===== config.mk =====
export PLATFORM = sky130hd
export DESIGN_NAME = ddr_clock_ratio_strap_capture
export DESIGN_NICKNAME = d
export VERILOG_FILES = /design/src/core/strap_clk_pkg.sv /design/src/core/ddr_clock_ratio_strap_capture.sv /design/src/core/bit_sync.sv /design/src/core/half_rate_en.sv
export SDC_FILE = /design/constraint.sdc
export NUM_CORES = 1
export LEC_CHECK = 0
export ABC_AREA = 1
export BUFFER_PORTS_ARGS = -buffer_cell sky130_fd_sc_hd__buf_2
export CAP_MARGIN = 20
export CELL_PAD_IN_SITES_DETAIL_PLACEMENT = 1
export CELL_PAD_IN_SITES_GLOBAL_PLACEMENT = 1
export CORE_AREA = 2 2 108 89
export DETAILED_ROUTE_END_ITERATION = 6
export DIE_AREA = 0 0 110 91
export GPL_ROUTABILITY_DRIVEN = 0
export GPL_TIMING_DRIVEN = 1
export PLACE_DENSITY_LB_ADDON = 0.1
export RECOVER_POWER = 25
export SYNTH_ARGS = -nofsm -noshare
export SYNTH_HDL_FRONTEND = slang
export SYNTH_HIERARCHICAL = 1
export SYNTH_SLANG_ARGS = --single-unit
export TNS_END_PERCENT = 10

===== constraint.sdc =====
create_clock -name clock_i -period 1.78 [get_ports clock_i]
set_clock_uncertainty 0.1 [all_clocks]
set_input_delay 0.356 -clock clock_i [delete_from_list [all_inputs] [get_ports clock_i]]
set_output_delay 0.356 -clock clock_i [all_outputs]
set_load 0.005 [all_outputs]

===== src/core/strap_clk_pkg.sv =====
/*
 * constants for strap capture and memory clock derivation.
 * assumes a single 125 MHz platform bus clock and a 32-bit register bus.
 */
package strap_clk_pkg;
    // ****************************************
    // register map (byte addresses)
    // ****************************************
    localparam logic [7:0] CTRL_ADDR = 8'h00;
    localparam logic [7:0] STATUS_ADDR = 8'h04;
    localparam logic [7:0] PINOUT_ADDR = 8'h08;
    // ctrl fields
    localparam int CTRL_RUN_BIT = 0;
    localparam logic CTRL_RUN_RST = 1'b1;
    // status fields
    localparam int ST_CAPT_BIT = 0;
    localparam int ST_RATIO_LSB = 1;
    localparam int ST_ASYNC_BIT = 4;
    localparam int ST_UNSUP_BIT = 5;
    localparam int ST_RUN_BIT = 6;
    localparam int ST_MULT_LSB = 8;
    // pinout reset value
    localparam logic [3:0] PINOUT_RST = 4'h0;
    // ****************************************
    // strap encodings
    // ****************************************
    localparam logic [2:0] RATIO_MAX = 3'h4;
    localparam logic MODE_SYNC = 1'b1;
    // ****************************************
    // timing
    // ****************************************
    localparam int CLK_MHZ = 125;
    localparam int PULL_HOLD_CLKS = 4;
    localparam logic [2:0] PULL_HOLD_CYC = 3'(PULL_HOLD_CLKS);
    // ****************************************
    // bus responses
    // ****************************************
    localparam logic [1:0] RESP_OKAY = 2'h0;
    localparam logic [1:0] RESP_SLVERR = 2'h2;
endpackage : strap_clk_pkg


===== src/core/ddr_clock_ratio_strap_capture.sv =====
/*
 * strap capture at hard reset release and memory clocking control,
 * with an axi4-lite register slave.
 * assumes clock_i is the 125 MHz platform bus clock; strap pins and
 * hard_reset_n arrive asynchronously; the memory pll lives outside.
 */
`timescale 1ns/1ps
module ddr_clock_ratio_strap_capture (
    // clock and reset
    input wire logic clock_i,
    input wire logic rst_i,
    // hard reset pin
    input wire logic hard_reset_n_i,
    // ratio strap pins: bit2, bit1, bit0
    input wire logic [2:0] mem_ratio_strap_in_i,
    output logic [2:0] mem_ratio_strap_out_o,
    output logic [2:0] mem_ratio_strap_oe_n_o,
    // clock mode strap pin, pulled up on chip
    input wire logic clk_mode_strap_in_i,
    output logic clk_mode_strap_out_o,
    output logic clk_mode_strap_oe_n_o,
    output logic clk_mode_pullup_en_o,
    // strap receiver enable
    output logic strap_rx_en_o,
    // memory clocking
    output logic mem_async_o,
    output logic mem_clk_run_o,
    output logic mem_bus_en_o,
    output logic mem_ctl_en_o,
    output logic [3:0] mem_pll_mult_o,
    output logic mem_pll_en_o,
    // axi4-lite write
    input wire logic [7:0] s_axi_awaddr_i,
    input wire logic s_axi_awvalid_i,
    output logic s_axi_awready_o,
    input wire logic [31:0] s_axi_wdata_i,
    input wire logic [3:0] s_axi_wstrb_i,
    input wire logic s_axi_wvalid_i,
    output logic s_axi_wready_o,
    output logic [1:0] s_axi_bresp_o,
    output logic s_axi_bvalid_o,
    input wire logic s_axi_bready_i,
    // axi4-lite read
    input wire logic [7:0] s_axi_araddr_i,
    input wire logic s_axi_arvalid_i,
    output logic s_axi_arready_o,
    output logic [31:0] s_axi_rdata_o,
    output logic [1:0] s_axi_rresp_o,
    output logic s_axi_rvalid_o,
    input wire logic s_axi_rready_i
);
    // ****************************************
    // types and helpers
    // ****************************************
    typedef enum logic [1:0] {ST_SAMPLE, ST_HOLD, ST_RUN} cap_e;

    typedef struct packed {
        cap_e fsm;
        logic [2:0] hold_cnt;
        logic [2:0] shadow_ratio;
        logic shadow_mode;
        logic [2:0] ratio;
        logic mode_async;
        logic captured;
        logic run_req;
        logic [3:0] pin_out;
        logic aw_have;
        logic [7:0] awaddr;
        logic w_have;
        logic [31:0] wdata;
        logic wstrb0;
        logic bvalid;
        logic [1:0] bresp;
        logic rvalid;
        logic [31:0] rdata;
        logic [1:0] rresp;
    } top_s;

    // ratio code to data-rate multiplier, zero when unsupported
    function automatic logic [3:0] ratio_mult(input logic [2:0] code);
        case (code)
            3'h0: ratio_mult = 4'h3;
            3'h1: ratio_mult = 4'h4;
            3'h2: ratio_mult = 4'h6;
            3'h3: ratio_mult = 4'h8;
            3'h4: ratio_mult = 4'hA;
            default: ratio_mult = 4'h0;
        endcase
    endfunction : ratio_mult

    // address known to the register file
    function automatic logic addr_ok(input logic [7:0] a);
        addr_ok = (a == strap_clk_pkg::CTRL_ADDR) || (a == strap_clk_pkg::STATUS_ADDR)
            || (a == strap_clk_pkg::PINOUT_ADDR);
    endfunction : addr_ok

    top_s state_q;
    top_s state_d;
    logic hrst_n_s;
    logic hrst_asserted;
    logic [3:0] strap_s;
    logic unsup;
    logic running;
    logic bus_half_en;
    logic wr_fire;
    logic [31:0] status_word;

    // ****************************************
    // pin synchronisers
    // ****************************************
    bit_sync #(.WIDTH(1)) u_hrst_sync (
        .clock_i(clock_i),
        .rst_i(rst_i),
        .async_i(hard_reset_n_i),
        .rst_val_i(1'b0), // reset reads as hard reset held, no false release
        .sync_o(hrst_n_s)
    );

    bit_sync #(.WIDTH(4)) u_strap_sync (
        .clock_i(clock_i),
        .rst_i(rst_i),
        .async_i({clk_mode_strap_in_i, mem_ratio_strap_in_i}),
        .rst_val_i({strap_clk_pkg::MODE_SYNC, 3'h0}), // defaults if nothing sampled yet
        .sync_o(strap_s)
    );

    assign hrst_asserted = !hrst_n_s;

    // ****************************************
    // clock derivation
    // ****************************************
    // unsupported code never starts the memory clock
    assign unsup = state_q.ratio > strap_clk_pkg::RATIO_MAX;
    assign running = (state_q.fsm == ST_RUN) && state_q.captured && state_q.run_req && !unsup;

    half_rate_en u_bus_div (
        .clock_i(clock_i),
        .rst_i(rst_i),
        .run_i(running && !state_q.mode_async),
        .en_o(bus_half_en)
    );

    // one mode signal feeds both controllers
    assign mem_async_o = state_q.mode_async;
    assign mem_clk_run_o = running;
    assign mem_bus_en_o = bus_half_en;
    // complex runs at data rate: every platform clock in sync mode
    assign mem_ctl_en_o = running && !state_q.mode_async;
    // async: pll multiplies its reference by the decoded ratio
    assign mem_pll_en_o = running && state_q.mode_async;
    assign mem_pll_mult_o = ratio_mult(state_q.ratio);

    // ****************************************
    // strap pins
    // ****************************************
    // inputs until the hold ends, then driven outputs
    assign mem_ratio_strap_oe_n_o = (state_q.fsm == ST_RUN) ? 3'h0 : 3'h7;
    assign clk_mode_strap_oe_n_o = state_q.fsm != ST_RUN;
    assign mem_ratio_strap_out_o = state_q.pin_out[2:0];
    assign clk_mode_strap_out_o = state_q.pin_out[3];
    // pull-up and receiver drop together
    assign clk_mode_pullup_en_o = state_q.fsm != ST_RUN;
    assign strap_rx_en_o = state_q.fsm != ST_RUN;

    // ****************************************
    // status word
    // ****************************************
    always_comb begin
        status_word = 32'h0;
        status_word[strap_clk_pkg::ST_CAPT_BIT] = state_q.captured;
        status_word[strap_clk_pkg::ST_RATIO_LSB +: 3] = state_q.ratio;
        status_word[strap_clk_pkg::ST_ASYNC_BIT] = state_q.mode_async;
        status_word[strap_clk_pkg::ST_UNSUP_BIT] = unsup;
        status_word[strap_clk_pkg::ST_RUN_BIT] = running;
        status_word[strap_clk_pkg::ST_MULT_LSB +: 4] = ratio_mult(state_q.ratio);
    end

    assign wr_fire = state_q.aw_have && state_q.w_have && !state_q.bvalid;

    // ****************************************
    // next state
    // ****************************************
    always_comb begin
        state_d = state_q;
        // capture sequence
        case (state_q.fsm)
            ST_SAMPLE: begin
                if (hrst_asserted) begin
                    state_d.shadow_ratio = strap_s[2:0];
                    state_d.shadow_mode = strap_s[3];
                end else begin
                    // latch values seen while reset was held
                    state_d.ratio = state_q.shadow_ratio;
                    state_d.mode_async = state_q.shadow_mode != strap_clk_pkg::MODE_SYNC;
                    state_d.captured = 1'b1;
                    state_d.hold_cnt = 3'h0;
                    state_d.fsm = ST_HOLD;
                end
            end
            ST_HOLD: begin
                state_d.hold_cnt = state_q.hold_cnt + 3'h1;
                if (state_q.hold_cnt == strap_clk_pkg::PULL_HOLD_CYC - 3'h1) begin
                    state_d.fsm = ST_RUN;
                end
            end
            ST_RUN: begin
                state_d.fsm = ST_RUN;
            end
            default: begin
                state_d.fsm = ST_SAMPLE;
            end
        endcase
        if (hrst_asserted && state_q.fsm != ST_SAMPLE) begin
            state_d.fsm = ST_SAMPLE;
            state_d.captured = 1'b0;
        end
        // write address and data, taken in any order
        if (s_axi_awvalid_i && s_axi_awready_o) begin
            state_d.aw_have = 1'b1;
            state_d.awaddr = s_axi_awaddr_i;
        end
        if (s_axi_wvalid_i && s_axi_wready_o) begin
            state_d.w_have = 1'b1;
            state_d.wdata = s_axi_wdata_i;
            state_d.wstrb0 = s_axi_wstrb_i[0];
        end
        if (wr_fire) begin
            state_d.aw_have = 1'b0;
            state_d.w_have = 1'b0;
            state_d.bvalid = 1'b1;
            state_d.bresp = addr_ok(state_q.awaddr) ? strap_clk_pkg::RESP_OKAY
                : strap_clk_pkg::RESP_SLVERR;
            if (state_q.wstrb0 && state_q.awaddr == strap_clk_pkg::CTRL_ADDR) begin
                state_d.run_req = state_q.wdata[strap_clk_pkg::CTRL_RUN_BIT];
            end
            if (state_q.wstrb0 && state_q.awaddr == strap_clk_pkg::PINOUT_ADDR) begin
                state_d.pin_out = state_q.wdata[3:0];
            end
        end
        if (state_q.bvalid && s_axi_bready_i) begin
            state_d.bvalid = 1'b0;
        end
        // read channel
        if (s_axi_arvalid_i && s_axi_arready_o) begin
            state_d.rvalid = 1'b1;
            state_d.rresp = addr_ok(s_axi_araddr_i) ? strap_clk_pkg::RESP_OKAY
                : strap_clk_pkg::RESP_SLVERR;
            case (s_axi_araddr_i)
                strap_clk_pkg::CTRL_ADDR: state_d.rdata = {31'h0, state_q.run_req};
                strap_clk_pkg::STATUS_ADDR: state_d.rdata = status_word;
                strap_clk_pkg::PINOUT_ADDR: state_d.rdata = {28'h0, state_q.pin_out};
                default: state_d.rdata = 32'h0;
            endcase
        end else if (state_q.rvalid && s_axi_rready_i) begin
            state_d.rvalid = 1'b0;
        end
    end

    // ****************************************
    // state register
    // ****************************************
    always_ff @(posedge clock_i) begin
        if (rst_i) begin
            state_q <= '0;
            state_q.fsm <= ST_SAMPLE;
            state_q.shadow_mode <= strap_clk_pkg::MODE_SYNC;
            state_q.run_req <= strap_clk_pkg::CTRL_RUN_RST;
            state_q.pin_out <= strap_clk_pkg::PINOUT_RST;
        end else begin
            state_q <= state_d;
        end
    end

    // ****************************************
    // bus handshake outputs
    // ****************************************
    assign s_axi_awready_o = !state_q.aw_have && !state_q.bvalid;
    assign s_axi_wready_o = !state_q.w_have && !state_q.bvalid;
    assign s_axi_bvalid_o = state_q.bvalid;
    assign s_axi_bresp_o = state_q.bresp;
    assign s_axi_arready_o = !state_q.rvalid;
    assign s_axi_rvalid_o = state_q.rvalid;
    assign s_axi_rdata_o = state_q.rdata;
    assign s_axi_rresp_o = state_q.rresp;
endmodule : ddr_clock_ratio_strap_capture


===== src/core/bit_sync.sv =====
/*
 * two-flop synchroniser for a group of pins.
 * assumes inputs are asynchronous to clock_i.
 */
`timescale 1ns/1ps
module bit_sync #(
    parameter int WIDTH = 1
) (
    // clock and reset
    input wire logic clock_i,
    input wire logic rst_i,
    // pins in, synced out
    input wire logic [WIDTH-1:0] async_i,
    input wire logic [WIDTH-1:0] rst_val_i,
    output logic [WIDTH-1:0] sync_o
);
    typedef struct packed {
        logic [WIDTH-1:0] s1;
        logic [WIDTH-1:0] s2;
    } sync_s;
    sync_s state_q;
    sync_s state_d;

    // first stage feeds only the second
    always_comb begin
        state_d = state_q;
        state_d.s1 = async_i;
        state_d.s2 = state_q.s1;
    end

    // registers, held at the caller's level in reset
    always_ff @(posedge clock_i) begin
        if (rst_i) begin
            state_q.s1 <= rst_val_i;
            state_q.s2 <= rst_val_i;
        end else begin
            state_q <= state_d;
        end
    end

    assign sync_o = state_q.s2;
endmodule : bit_sync


===== src/core/half_rate_en.sv =====
/*
 * one-cycle enable at half the clock rate while running.
 * assumes run_i comes from logic on clock_i.
 */
`timescale 1ns/1ps
module half_rate_en (
    // clock and reset
    input wire logic clock_i,
    input wire logic rst_i,
    // control and enable
    input wire logic run_i,
    output logic en_o
);
    typedef struct packed {
        logic phase;
    } div_s;
    div_s state_q;
    div_s state_d;

    // phase toggles only while running
    always_comb begin
        state_d = state_q;
        state_d.phase = run_i ? !state_q.phase : 1'b0;
    end

    always_ff @(posedge clock_i) begin
        if (rst_i) begin
            state_q <= '0;
        end else begin
            state_q <= state_d;
        end
    end

    assign en_o = run_i && state_q.phase;
endmodule : half_rate_en


==> results of run 1 <==
## metal layers
layer | wire length, um | vias to the layer above
met2 | 2813 | 64
met5 | 0 | -
met3 | 406 | 8
met4 | 72 | 0
met1 | 3002 | 1080
li1 | - | 1257
## layout make-up
class | count | area [um^2] | share of cell area, %
well taps | 115 | 143.9 | 4.338
inverters | 32 | 120.1 | 3.621
clock inverters | 3 | 15.01 | 0.4527
multi-input cells | 262 | 1240 | 37.38
clock buffers | 11 | 141.4 | 4.263
flip-flops and latches | 60 | 1205 | 36.33
repair buffers | 82 | 451.7 | 13.62
## cell usage after synthesis, drive strengths merged
| master | instances | share of area (%) |
|---|---|---|
| a21oi | 27 | 4.9 |
| nand3b | 1 | 0.27 |
| clkbuf | 3 | 0.45 |
| a211oi | 1 | 0.27 |
| inv | 32 | 4.3 |
| ha | 5 | 2.3 |
| conb | 2 | 0.27 |
| buf | 47 | 12 |
| nand4 | 2 | 0.45 |
| o21ai | 29 | 5.2 |
| nor3 | 2 | 0.77 |
| nand3 | 12 | 2.2 |
| nand2 | 81 | 11 |
| o2111ai | 1 | 0.32 |
| dfxtp | 60 | 43 |
| o211ai | 2 | 0.54 |
| o21a | 1 | 0.27 |
| nor2 | 70 | 11 |
## state kept, by name, summed over array words and instances (netlist names)
register               count
s_axi_rvalid_o             1
s_axi_rresp_o              1
s_axi_bvalid_o             1
u_strap_sync/state_d       4
state_q                   29
u_hrst_sync/sync_o         1
u_strap_sync/sync_o        4
mem_async_o                1
s_axi_rdata_o             11
s_axi_bresp_o              1
clk_mode_strap_out_o       1
u_bus_div/state_q          1
mem_ratio_strap_out_o      3
u_hrst_sync/state_d        1
## worst reg2reg max path: stages, from the launching register on
cell	delay [ns]
dfxtp_2	0.33
inv_2	0.05
buf_4	0.12
ha_1	0.22
nand2_1	0.18
inv_1	0.15
a21oi_2	0.18
nand2_1	0.07
a21oi_1	0.11
## worst max path at each step
stage / from / endpoint / slack, ns / cells after the start
after floorplan: state_q[98] / mem_bus_en_o / 0.17 / 8
after global placement: state_q[98] / mem_bus_en_o / 0.07 / 9
after detailed placement: state_q[98] / mem_bus_en_o / 0.07 / 9
after CTS: state_q[98] / mem_bus_en_o / -0.18 / 9
after global routing: state_q[98] / mem_bus_en_o / -0.23 / 9
final: state_q[98] / mem_bus_en_o / -0.1 / 9
## per-stage QoR
step                      util (%)  setup TNS [ns]
final                        37.34         -0.1886
after global routing         37.34         -0.6311
after CTS                    37.12         -0.3027
after detailed placement     34.91               0
after global placement       34.91               0
after floorplan                  -               0
## repair_timing
item / CTS / global route
resized for setup: 12 / 12
pin swaps: 4 / 4
hold endpoints to repair: 0 / 0
setup endpoints to repair: 7 / 11
buffers inserted: 1 / 0
## power breakdown
group / internal, mW / switching [mW]
combinational: 0.405 / 0.574
clock: 0.520 / 0.479
sequential: 1.50 / 0.102
## kinds of logic after synthesis
| group | count (synthesis) |
|---|---|
| flops | 60 |
| other cells | 2 |
| fa+ha+maj | 5 |
| buf+inv | 82 |
| compound gates | 61 |
| simple gates | 168 |
==> summary.md, run 1 <==
| Metric | Value |
|---|---|
| IO buf count | around 70 |
| Seq/Total Area, Yosys | 43.38% |
| Status | finished with violations |
| GR Util met1 | between 10% and 20% |
| Final Max Tran Viols | 0 |
| Reg2Reg Setup Slack | around 0.19 ns |
| GRT met3 Usage | under 10% |
| Worst Hold End | u_strap_sync/state_d[3] |
| DR WL/cell | approximately 11 um |
| Hold Path Depth | 3 |
| Post-Layout Cell Count | between 500 and 600 |
| Max IR drop VDD | between 0.0003 and 0.0004 V |
| WP buf/inv | 4 |
| CP delay by family, top | simple AND/OR/NAND/NOR gates |
| Fin area | around 3300 um^2 |
| Max stage delay cell, worst path | dfxtp_2 |
| Die Y | about 91 um |
| Pin count of the biggest net entering global routing | 24 |
| Crit end category | output pin |
| Worst hold path type | in2reg |
| Hold slack | 0.1113 ns |
| XOR/XNOR share of the synthesized area | 0% |
| PD cells | 1079 nW/um^2 |
| Initial Utilization | 31.17% |
| Synth Area in Simple Gates | between 20% and 30% |
| Crit-path max cell delay | around 0.32 ns |
| Die area | roughly 10000 um^2 |
| Commonest non-fill, non-tap cell in the layout | nand2_1 |
| Final Net Count | 516 |
| MaxCap Viol Count | 0 |
| Multiplexer share of the synthesized area | 0% |
| I/O pin cnt | about 120 |
| Met2 Track Usage GR | a little over a fifth |
| Number of buffers created by CTS | 9 |
| ANT nets after route | 0 |
| Commonest non-fill, non-tap cells in the layout | 80 x nand2_1, 66 x buf_2, 60 x nor2_1, 57 x dfxtp_1, 28 x conb_1 |
| Root buf cell | clkbuf_8 |
| Dpl cell area | 3100 um^2 |
| Cell area after synthesis | approximately 2800 um^2 |
| Period utilization | 105.4% |
| Overall Power | 3.581 mW |
| Final hold violations | 0 |
| # diodes | 0 |
| Routed vias/inst | about 4.3 |
| Gr usage total | a little over an eighth |
| Setup-failing EPs final | 2 |
| Gr busiest metal | met2 |
| Fill count | around 1200 |
| Worst Reg-to-Reg Cells | 8 |
| Hold Startpoint | clk_mode_strap_in_i |
| Critical setup path kind | reg2out |
| Sink Count | 60 |
| CP startpoint kind | register |
| DR vias | 2409 |
| CP Max Fanout | 2 |
| Layout area overhead | 19.79% |
| P_leak | 1.594 nW |
| CP required | 1.32 ns |
| CTS tree | done |
| RSZ-0062 raised after global routing | yes |
| RR Endpoint | state_q[97] |
| Core region area | approximately 8900 um^2 |
| Routed WL | roughly 6.3 mm |
| Slew @ Worst Pin | around 1.1 ns |
| Row count | 31 |
| CP arrival | about 1.4 ns |
| Detailed Routing Iterations Pass 1 | 4 |
| Slew headroom | between 20 and 25% |
| Detailed Place HPWL | 4.950 mm |
| Clk buf depth | 2 |
| Vias in the first global route | 2381 |
| Placement Setup Slack | 0.06633 ns |
| Worst-path clk slew | ~0.060 ns |
| Most frequent CP cell | inv_2 |
| Worst Slack Setup Final | -0.09528 ns |
| Initial antenna violation count | 0 |
| DRC | 0 |
| # H-tree levels | 3 |
| Main combinational cell family by area after synthesis | simple AND/OR/NAND/NOR gates |
| Share of cells above drive strength 1 | about a quarter |
| Complex-gate fraction of the synthesized area | 11.52% |
| GR Overflow Total | 0 |
| Die width | roughly 110 um |
| Post-CTS Hold Buffers | 0 |
| Register bit count reported by yosys | 60 |
| Synthesis Warnings | 6 |
| Iteration-0 DRC count of the detailed router | between 50 and 60 |
| CP cell instances | inv_2 > ha_4 > nand3_4 > nor2_4 > inv_2 > nor2_4 > nand2_2 > inv_2 > buf_2 |
| Netlist cell types | 25 |
| First-pass GRT wire length | about 11 mm |
| Worst skew pair latency | ~0.33 ns |
| Syn_area_per_cell | 7.325 um^2 |
| DP Cell Count | 550 |
| Critical R2R Launch | state_q[98] |
| Mapped Cells | between 300 and 400 |
| Achievable frequency | between 0.5 and 0.6 GHz |
| Final Critical Period | 1.875 ns |
| Failing checks | negative setup slack |
| Synthesized-area fraction occupied by adder cells | 2.259% |
(Power assumes the default switching activity.)
==> run 2, diff against run 1 <==
==> constraint.sdc (replaced) <==
create_clock -name clock_i -period 1.78 [get_ports clock_i]
set_clock_uncertainty 0.1 [all_clocks]
set_input_delay 0.089 -clock clock_i [delete_from_list [all_inputs] [get_ports clock_i]]
set_output_delay 0.089 -clock clock_i [all_outputs]
set_load 0.005 [all_outputs]
==> run 2 against run 1 <==
  * The run now ends clean
  * Die area did not move
  * Sequential cell count did not move
  * Cell count rose by 3.2%
  * Count of clock-buffer cells in the layout did not move
  * First-iteration DRC count rose by 52%
  * Sequential power barely moved
  * Combinational power fell by 4.6%
  * Design area rose by 6.8%
  * Largest power group unchanged
==> summary.md, run 2 (synthesized netlist as in run 1, its figures left out) <==
| Metric | Value |
|---|---|
| Status | finished, final reports clean |
| Achievable frequency | roughly 0.59 GHz |
| Critical setup path kind | reg2out |
| Initial Utilization | 31.17% |
| Fin util | 39.88% |
| # diodes | 0 |
| CP arrival | roughly 1.5 ns |
| Fill count | ~1100 |
| Post-Layout Cell Count | 583 |
| Routed WL | ~6.7 mm |
| Largest register by flop count | state_q |
| Detailed Routing Iterations Pass 1 | 4 |
| Commonest non-fill, non-tap cell in the layout | nand2_1 |
| CP cell instances | inv_2 > ha_4 > nand3_4 > nor2_4 > inv_2 > nor2_4 > nand2_1 > inv_1 > buf_2 |
| Pin count of the biggest net entering global routing | 24 |
| Worst hold path type | in2reg |
| Power Internal | around 2.8 mW |
| Row count | 31 |
| Final Net Count | ~530 |
| Multi-input logic area | around 1200 um^2 |
| P_leak | about 1.7 nW |
| Max IR drop VDD | between 0.0004 and 0.0005 V |
| CP Max Fanout | 3 |
| Commonest non-fill, non-tap cells in the layout | 81 x nand2_1, 63 x buf_2, 59 x nor2_1, 58 x dfxtp_1 |
| DR vias | ~2500 |
| Final hold violations | 0 |
| CP required | approximately 1.6 ns |
| # H-tree levels | 3 |
| Crit-path max cell delay | between 0.3 and 0.4 ns |
| IO buf count | between 60 and 70 |
| Worst skew pair latency | 0.34 ns |
| Routed vias/inst | 4.268 |
| Die Y | a little over 90 um |
| I/O pin cnt | ~120 |
| Number of buffers created by CTS | 9 |
| MaxCap Viol Count | 0 |
| Vias in the first global route | roughly 2400 |
| CTS tree | done |
| Met2 Track Usage GR | a little under a quarter |
| Iteration-0 DRC count of the detailed router | between 80 and 90 |
| Max stage delay cell, worst path | dfxtp_2 |
| Core region area | about 8900 um^2 |
| Gr usage total | approximately 14% |
| Hold slack | 0.04295 ns |
| Final Critical Period | between 1.5 and 2 ns |
| Gr busiest metal | met2 |
| CP delay by family, top | simple AND/OR/NAND/NOR gates |
| DR WL/cell | roughly 11 um |
| Sequential Area | ~1200 um^2 |
| Setup-failing EPs final | 0 |
| Max FFs per register | 29 |
| WP buf/inv | 4 |
| Die area | about 10000 um^2 |
| Initial antenna violation count | 0 |
| ANT nets after route | 0 |
| Clock power frac | 36.2% |
| PD cells | around 1100 nW/um^2 |
| Power share of the combinational group | a little under a quarter |
| Slew @ Worst Pin | roughly 1.1 ns |
| Die width | 110 um |
| CP startpoint kind | register |
| Switching share of power | ~30% |
| Crit end category | output pin |
| Final Max Tran Viols | 0 |
| Sink Count | 60 |
| GRT met3 Usage | 5.097% |
| Detailed Place HPWL | 4.863 mm |
| Share of cells above drive strength 1 | between 20% and 30% |
| Layout area overhead | 27.93% |
| DP Cell Count | approximately 540 |
| Worst-path clk slew | ~0.07 ns |
| Period utilization | a little over nine tenths |
| GR Util met1 | 17.90% |
| Sequential share of power | between 40 and 50% |
| GR Overflow Total | 0 |
| RSZ-0062 raised after global routing | yes |
| Slew headroom | a little under a quarter |
| Psw | about 1.2 mW |
| DRC | 0 |
| Clk buf depth | 2 |
| Root buf cell | clkbuf_8 |
| First-pass GRT wire length | roughly 11 mm |
==> run 2: repair_timing <==
action                     in CTS  in global routing
hold endpoints to repair       20                  0
gates resized for setup         8                  9
hold buffers                   20                  0
pin swaps                       2                  2
setup endpoints to repair       2                  5
buffers inserted                3                  1
==> run 2: area by class of cell <==
| type | instances | share of cell area [%] |
|---|---|---|
| Timing Repair Buffer | 98 | 16.88 |
| Sequential cell | 60 | 33.98 |
| Tap cell | 115 | 4.062 |
| Inverter | 32 | 3.391 |
| Clock inverter | 5 | 2.826 |
| Multi-Input combinational cell | 262 | 35.15 |
| Clock buffer | 11 | 3.709 |
==> run 2: metal layers <==
layer | wire, um | vias up
met4 | 75 | 0
met2 | 3018 | 62
met1 | 3159 | 1129
met3 | 396 | 8
met5 | 0 | -
li1 | - | 1289
==> run 2: through the flow <==
step | setup TNS, ns | instance area (um^2) | power (mW) | setup WS [ns]
final | 0 | 3542 | 4.003 | 0.08875
after global routing | -0.007809 | 3542 | 4.308 | -0.007809
after CTS | 0 | 3506 | 4.005 | 0.007789
after detailed placement | 0 | 3035 | 2.453 | 0.1580
after global placement | 0 | 3035 | 2.434 | 0.2017
after floorplan | 0 | 2867 | 2.238 | 0.4313
==> run 2: worst reg2reg max path: cells and delay by family (launching register included) <==
kind            cells  cell delay, ns
fa+ha+maj           1            0.22
flops               1            0.38
simple gates        2            0.24
compound gates      2            0.31
buf+inv             2            0.24
==> run 2: final timing paths <==
path | start | to | slack (ns) | depth (start not counted)
hold reg to reg | u_strap_sync/state_d[2] | u_strap_sync/sync_o[2] | 0.32 | 2
setup reg to reg | state_q[99] | state_q[97] | 0.21 | 7
setup / recovery | state_q[98] | mem_bus_en_o | 0.09 | 9
hold / removal | s_axi_araddr_i[0] | s_axi_rresp_o[1] | 0.04 | 5
==> run 2: power groups by stage <==
stage | sequential (mW) | clock (mW) | combinational [mW]
after floorplan | 1.60 | 0 | 0.638
after global placement | 1.62 | 0 | 0.811
after detailed placement | 1.63 | 0 | 0.824
after CTS | 1.60 | 1.51 | 0.894
after global routing | 1.64 | 1.58 | 1.09
final | 1.62 | 1.45 | 0.934
==> run 3, diff against run 2 <==
- GPL_TIMING_DRIVEN: 1 -> 0
==> run 3 against run 2 <==
  * Sequential power hardly changed
  * Maximum frequency is 0.75% lower
  * Design area is 7.5% higher
  * Critical endpoint unchanged
  * Clock power is 20% lower
  * Via count is 5.4% higher
  * Highest routed layer unchanged
  * Count of clock-buffer cells in the layout stayed put
  * Largest power group unchanged
  * Hold slack better by 0.0026 ns
  * Non-clock buffer count is 45 higher
  * Die area stayed put
==> summary.md, run 3 (synthesized netlist as in run 1, its figures left out) <==
| Metric | Value |
|---|---|
| Status | finished, final reports clean |
| # diodes | 0 |
| CP required | approximately 1.6 ns |
| Routed vias/inst | ~4.2 |
| DRC | 0 |
| CP Max Fanout | 3 |
| Detailed Place HPWL | just over 5 mm |
| Most frequent CP cell | inv_2 |
| DP Cell Count | just under 600 |
| Commonest non-fill, non-tap cells in the layout | 81 x nand2_1, 71 x buf_2, 60 x nor2_1, 56 x dfxtp_1, 44 x buf_4 |
| Routed WL | 6.992 mm |
| Final Critical Period | around 1.7 ns |
| Layout area overhead | 37.55% |
| Pin count of the biggest net entering global routing | 11 |
| First-pass GRT wire length | ~12 mm |
| Worst-path clk slew | about 0.070 ns |
| Row count | 31 |
| Sink Count | 60 |
| CTS tree | done |
| IO buf count | 69 |
| Placement Setup Slack | roughly 0.14 ns |
| RSZ-0062 raised after global routing | yes |
| Detailed Routing Iterations Pass 1 | 4 |
| Power Internal | around 2.6 mW |
| Critical setup path kind | reg2out |
| CP delay by family, top | simple AND/OR/NAND/NOR gates |
| Fin util | a little over two fifths |
| Iteration-0 DRC count of the detailed router | 55 |
| Initial antenna violation count | 0 |
| Crit-path max cell delay | around 0.33 ns |
| Switching share of power | a little under a third |
| Worst Slack Setup Final | around 0.076 ns |
| Period utilization | 95.73% |
| Commonest non-fill, non-tap cell in the layout | nand2_1 |
| ANT nets after route | 0 |
| Number of buffers created by CTS | 9 |
| Worst skew pair latency | around 0.33 ns |
| Clock power frac | 30.6% |
| Crit end category | output pin |
| CP arrival | 1.52 ns |
| Initial Utilization | between 30% and 40% |
| Gr usage total | 14.93% |
| Setup TNS | 0 ns |
| Sequential share of power | between 40% and 50% |
| CP startpoint kind | register |
| Power share of the combinational group | a little over a quarter |
| # H-tree levels | 3 |
| Final Net Count | 577 |
| Psw | about 1.2 mW |
| Vias in the first global route | approximately 2600 |
| P_leak | 1.898 nW |
| Max IR drop VDD | approximately 0.00045 V |
| I/O pin cnt | 124 |
| PD cells | ~990 nW/um^2 |
| Hold slack | roughly 0.046 ns |
| Die Y | 91 um |
| Core region area | roughly 9000 um^2 |
| Die area | about 10000 um^2 |
| MaxCap Viol Count | 0 |
| Setup-failing EPs final | 0 |
| Achievable frequency | slightly below 0.6 GHz |
| Worst hold path type | in2reg |
| CP cell instances | inv_2 > ha_4 > nand3_1 > nor2_2 > inv_2 > nor2_4 > nand2_1 > inv_1 > buf_2 |
| DR WL/cell | around 11 um |
| Max stage delay cell, worst path | dfxtp_2 |
| Share of cells above drive strength 1 | a little under a third |
| Post-Layout Cell Count | 628 |
| Max FFs per register | 29 |
| Largest register by flop count | state_q |
| Final Max Tran Viols | 0 |
| WP buf/inv | 4 |
| Final hold violations | 0 |
| DR vias | 2622 |
| Die width | about 110 um |
| Clk buf depth | 2 |
| Root buf cell | clkbuf_8 |
| GR Overflow Total | 0 |
## run 3: cell types whose count changed in the layout (fill, tap and decap cells not counted), sizes merged
cell	delta
clkinvlp	+1
buf	+45
clkbuf	-2
clkinv	+1
dlygate4sd3	+2
bufinv	-2
## run 3: through the flow
stage	cell area [um^2]	power (mW)
after CTS	3777	3.803
after floorplan	2867	2.238
after global placement	3356	2.548
final	3809	3.787
after global routing	3809	4.095
after detailed placement	3356	2.579
## run 3: worst paths after layout
path | startpoint | to | slack (ns) | cells past startpoint
setup / recovery | state_q[98] | mem_bus_en_o | 0.08 | 9
hold / removal | s_axi_araddr_i[0] | s_axi_rresp_o[1] | 0.05 | 5
setup reg to reg | state_q[99] | state_q[99] | 0.21 | 8
hold reg to reg | u_hrst_sync/state_d[0] | u_hrst_sync/sync_o | 0.32 | 2
## run 3: per-layer routing
metal / track usage (%) / wire [um] / part of all wire [%]
met5: 0 / 0 / 0
met4: 3.270 / 54 / 0.77
met3: 4.738 / 425 / 6.1
met2: 24.59 / 3224 / 46
met1: 18.92 / 3288 / 47
## run 3: timing repair
item                                    in CTS  in global routing
pin swaps                                    1                  2
gates resized for setup                      3                 12
endpoints found under the setup margin       2                  8
hold endpoints to repair                    21                  0
hold buffers                                22                  0
buffers inserted                             1                  1
cloned                                       0                  0
## run 3: worst reg2reg max path: stages, from the launching register on
cell,delay (ns)
dfxtp_1,0.33
inv_1,0.11
ha_1,0.21
inv_2,0.07
nor2_4,0.14
inv_1,0.13
o21ai_1,0.16
nor2_1,0.07
a211oi_1,0.17
## run 3: power by group through the flow
stage	clock (mW)	combinational, mW	sequential, mW
after CTS	1.20	0.997	1.60
after floorplan	0	0.638	1.60
after detailed placement	0	0.948	1.63
final	1.16	1.01	1.62
after global routing	1.28	1.17	1.64
after global placement	0	0.922	1.63
## run 3: area by class of cell
class,count,area (um^2)
clock inverter,5,52.55
clock buffer,11,131.4
multi-input combinational,262,1216
timing repair buffer,93,579.3
fill,1153,5074
sequential,60,1206
buffer,50,359.1
inverter,32,120.1
tap,115,143.9
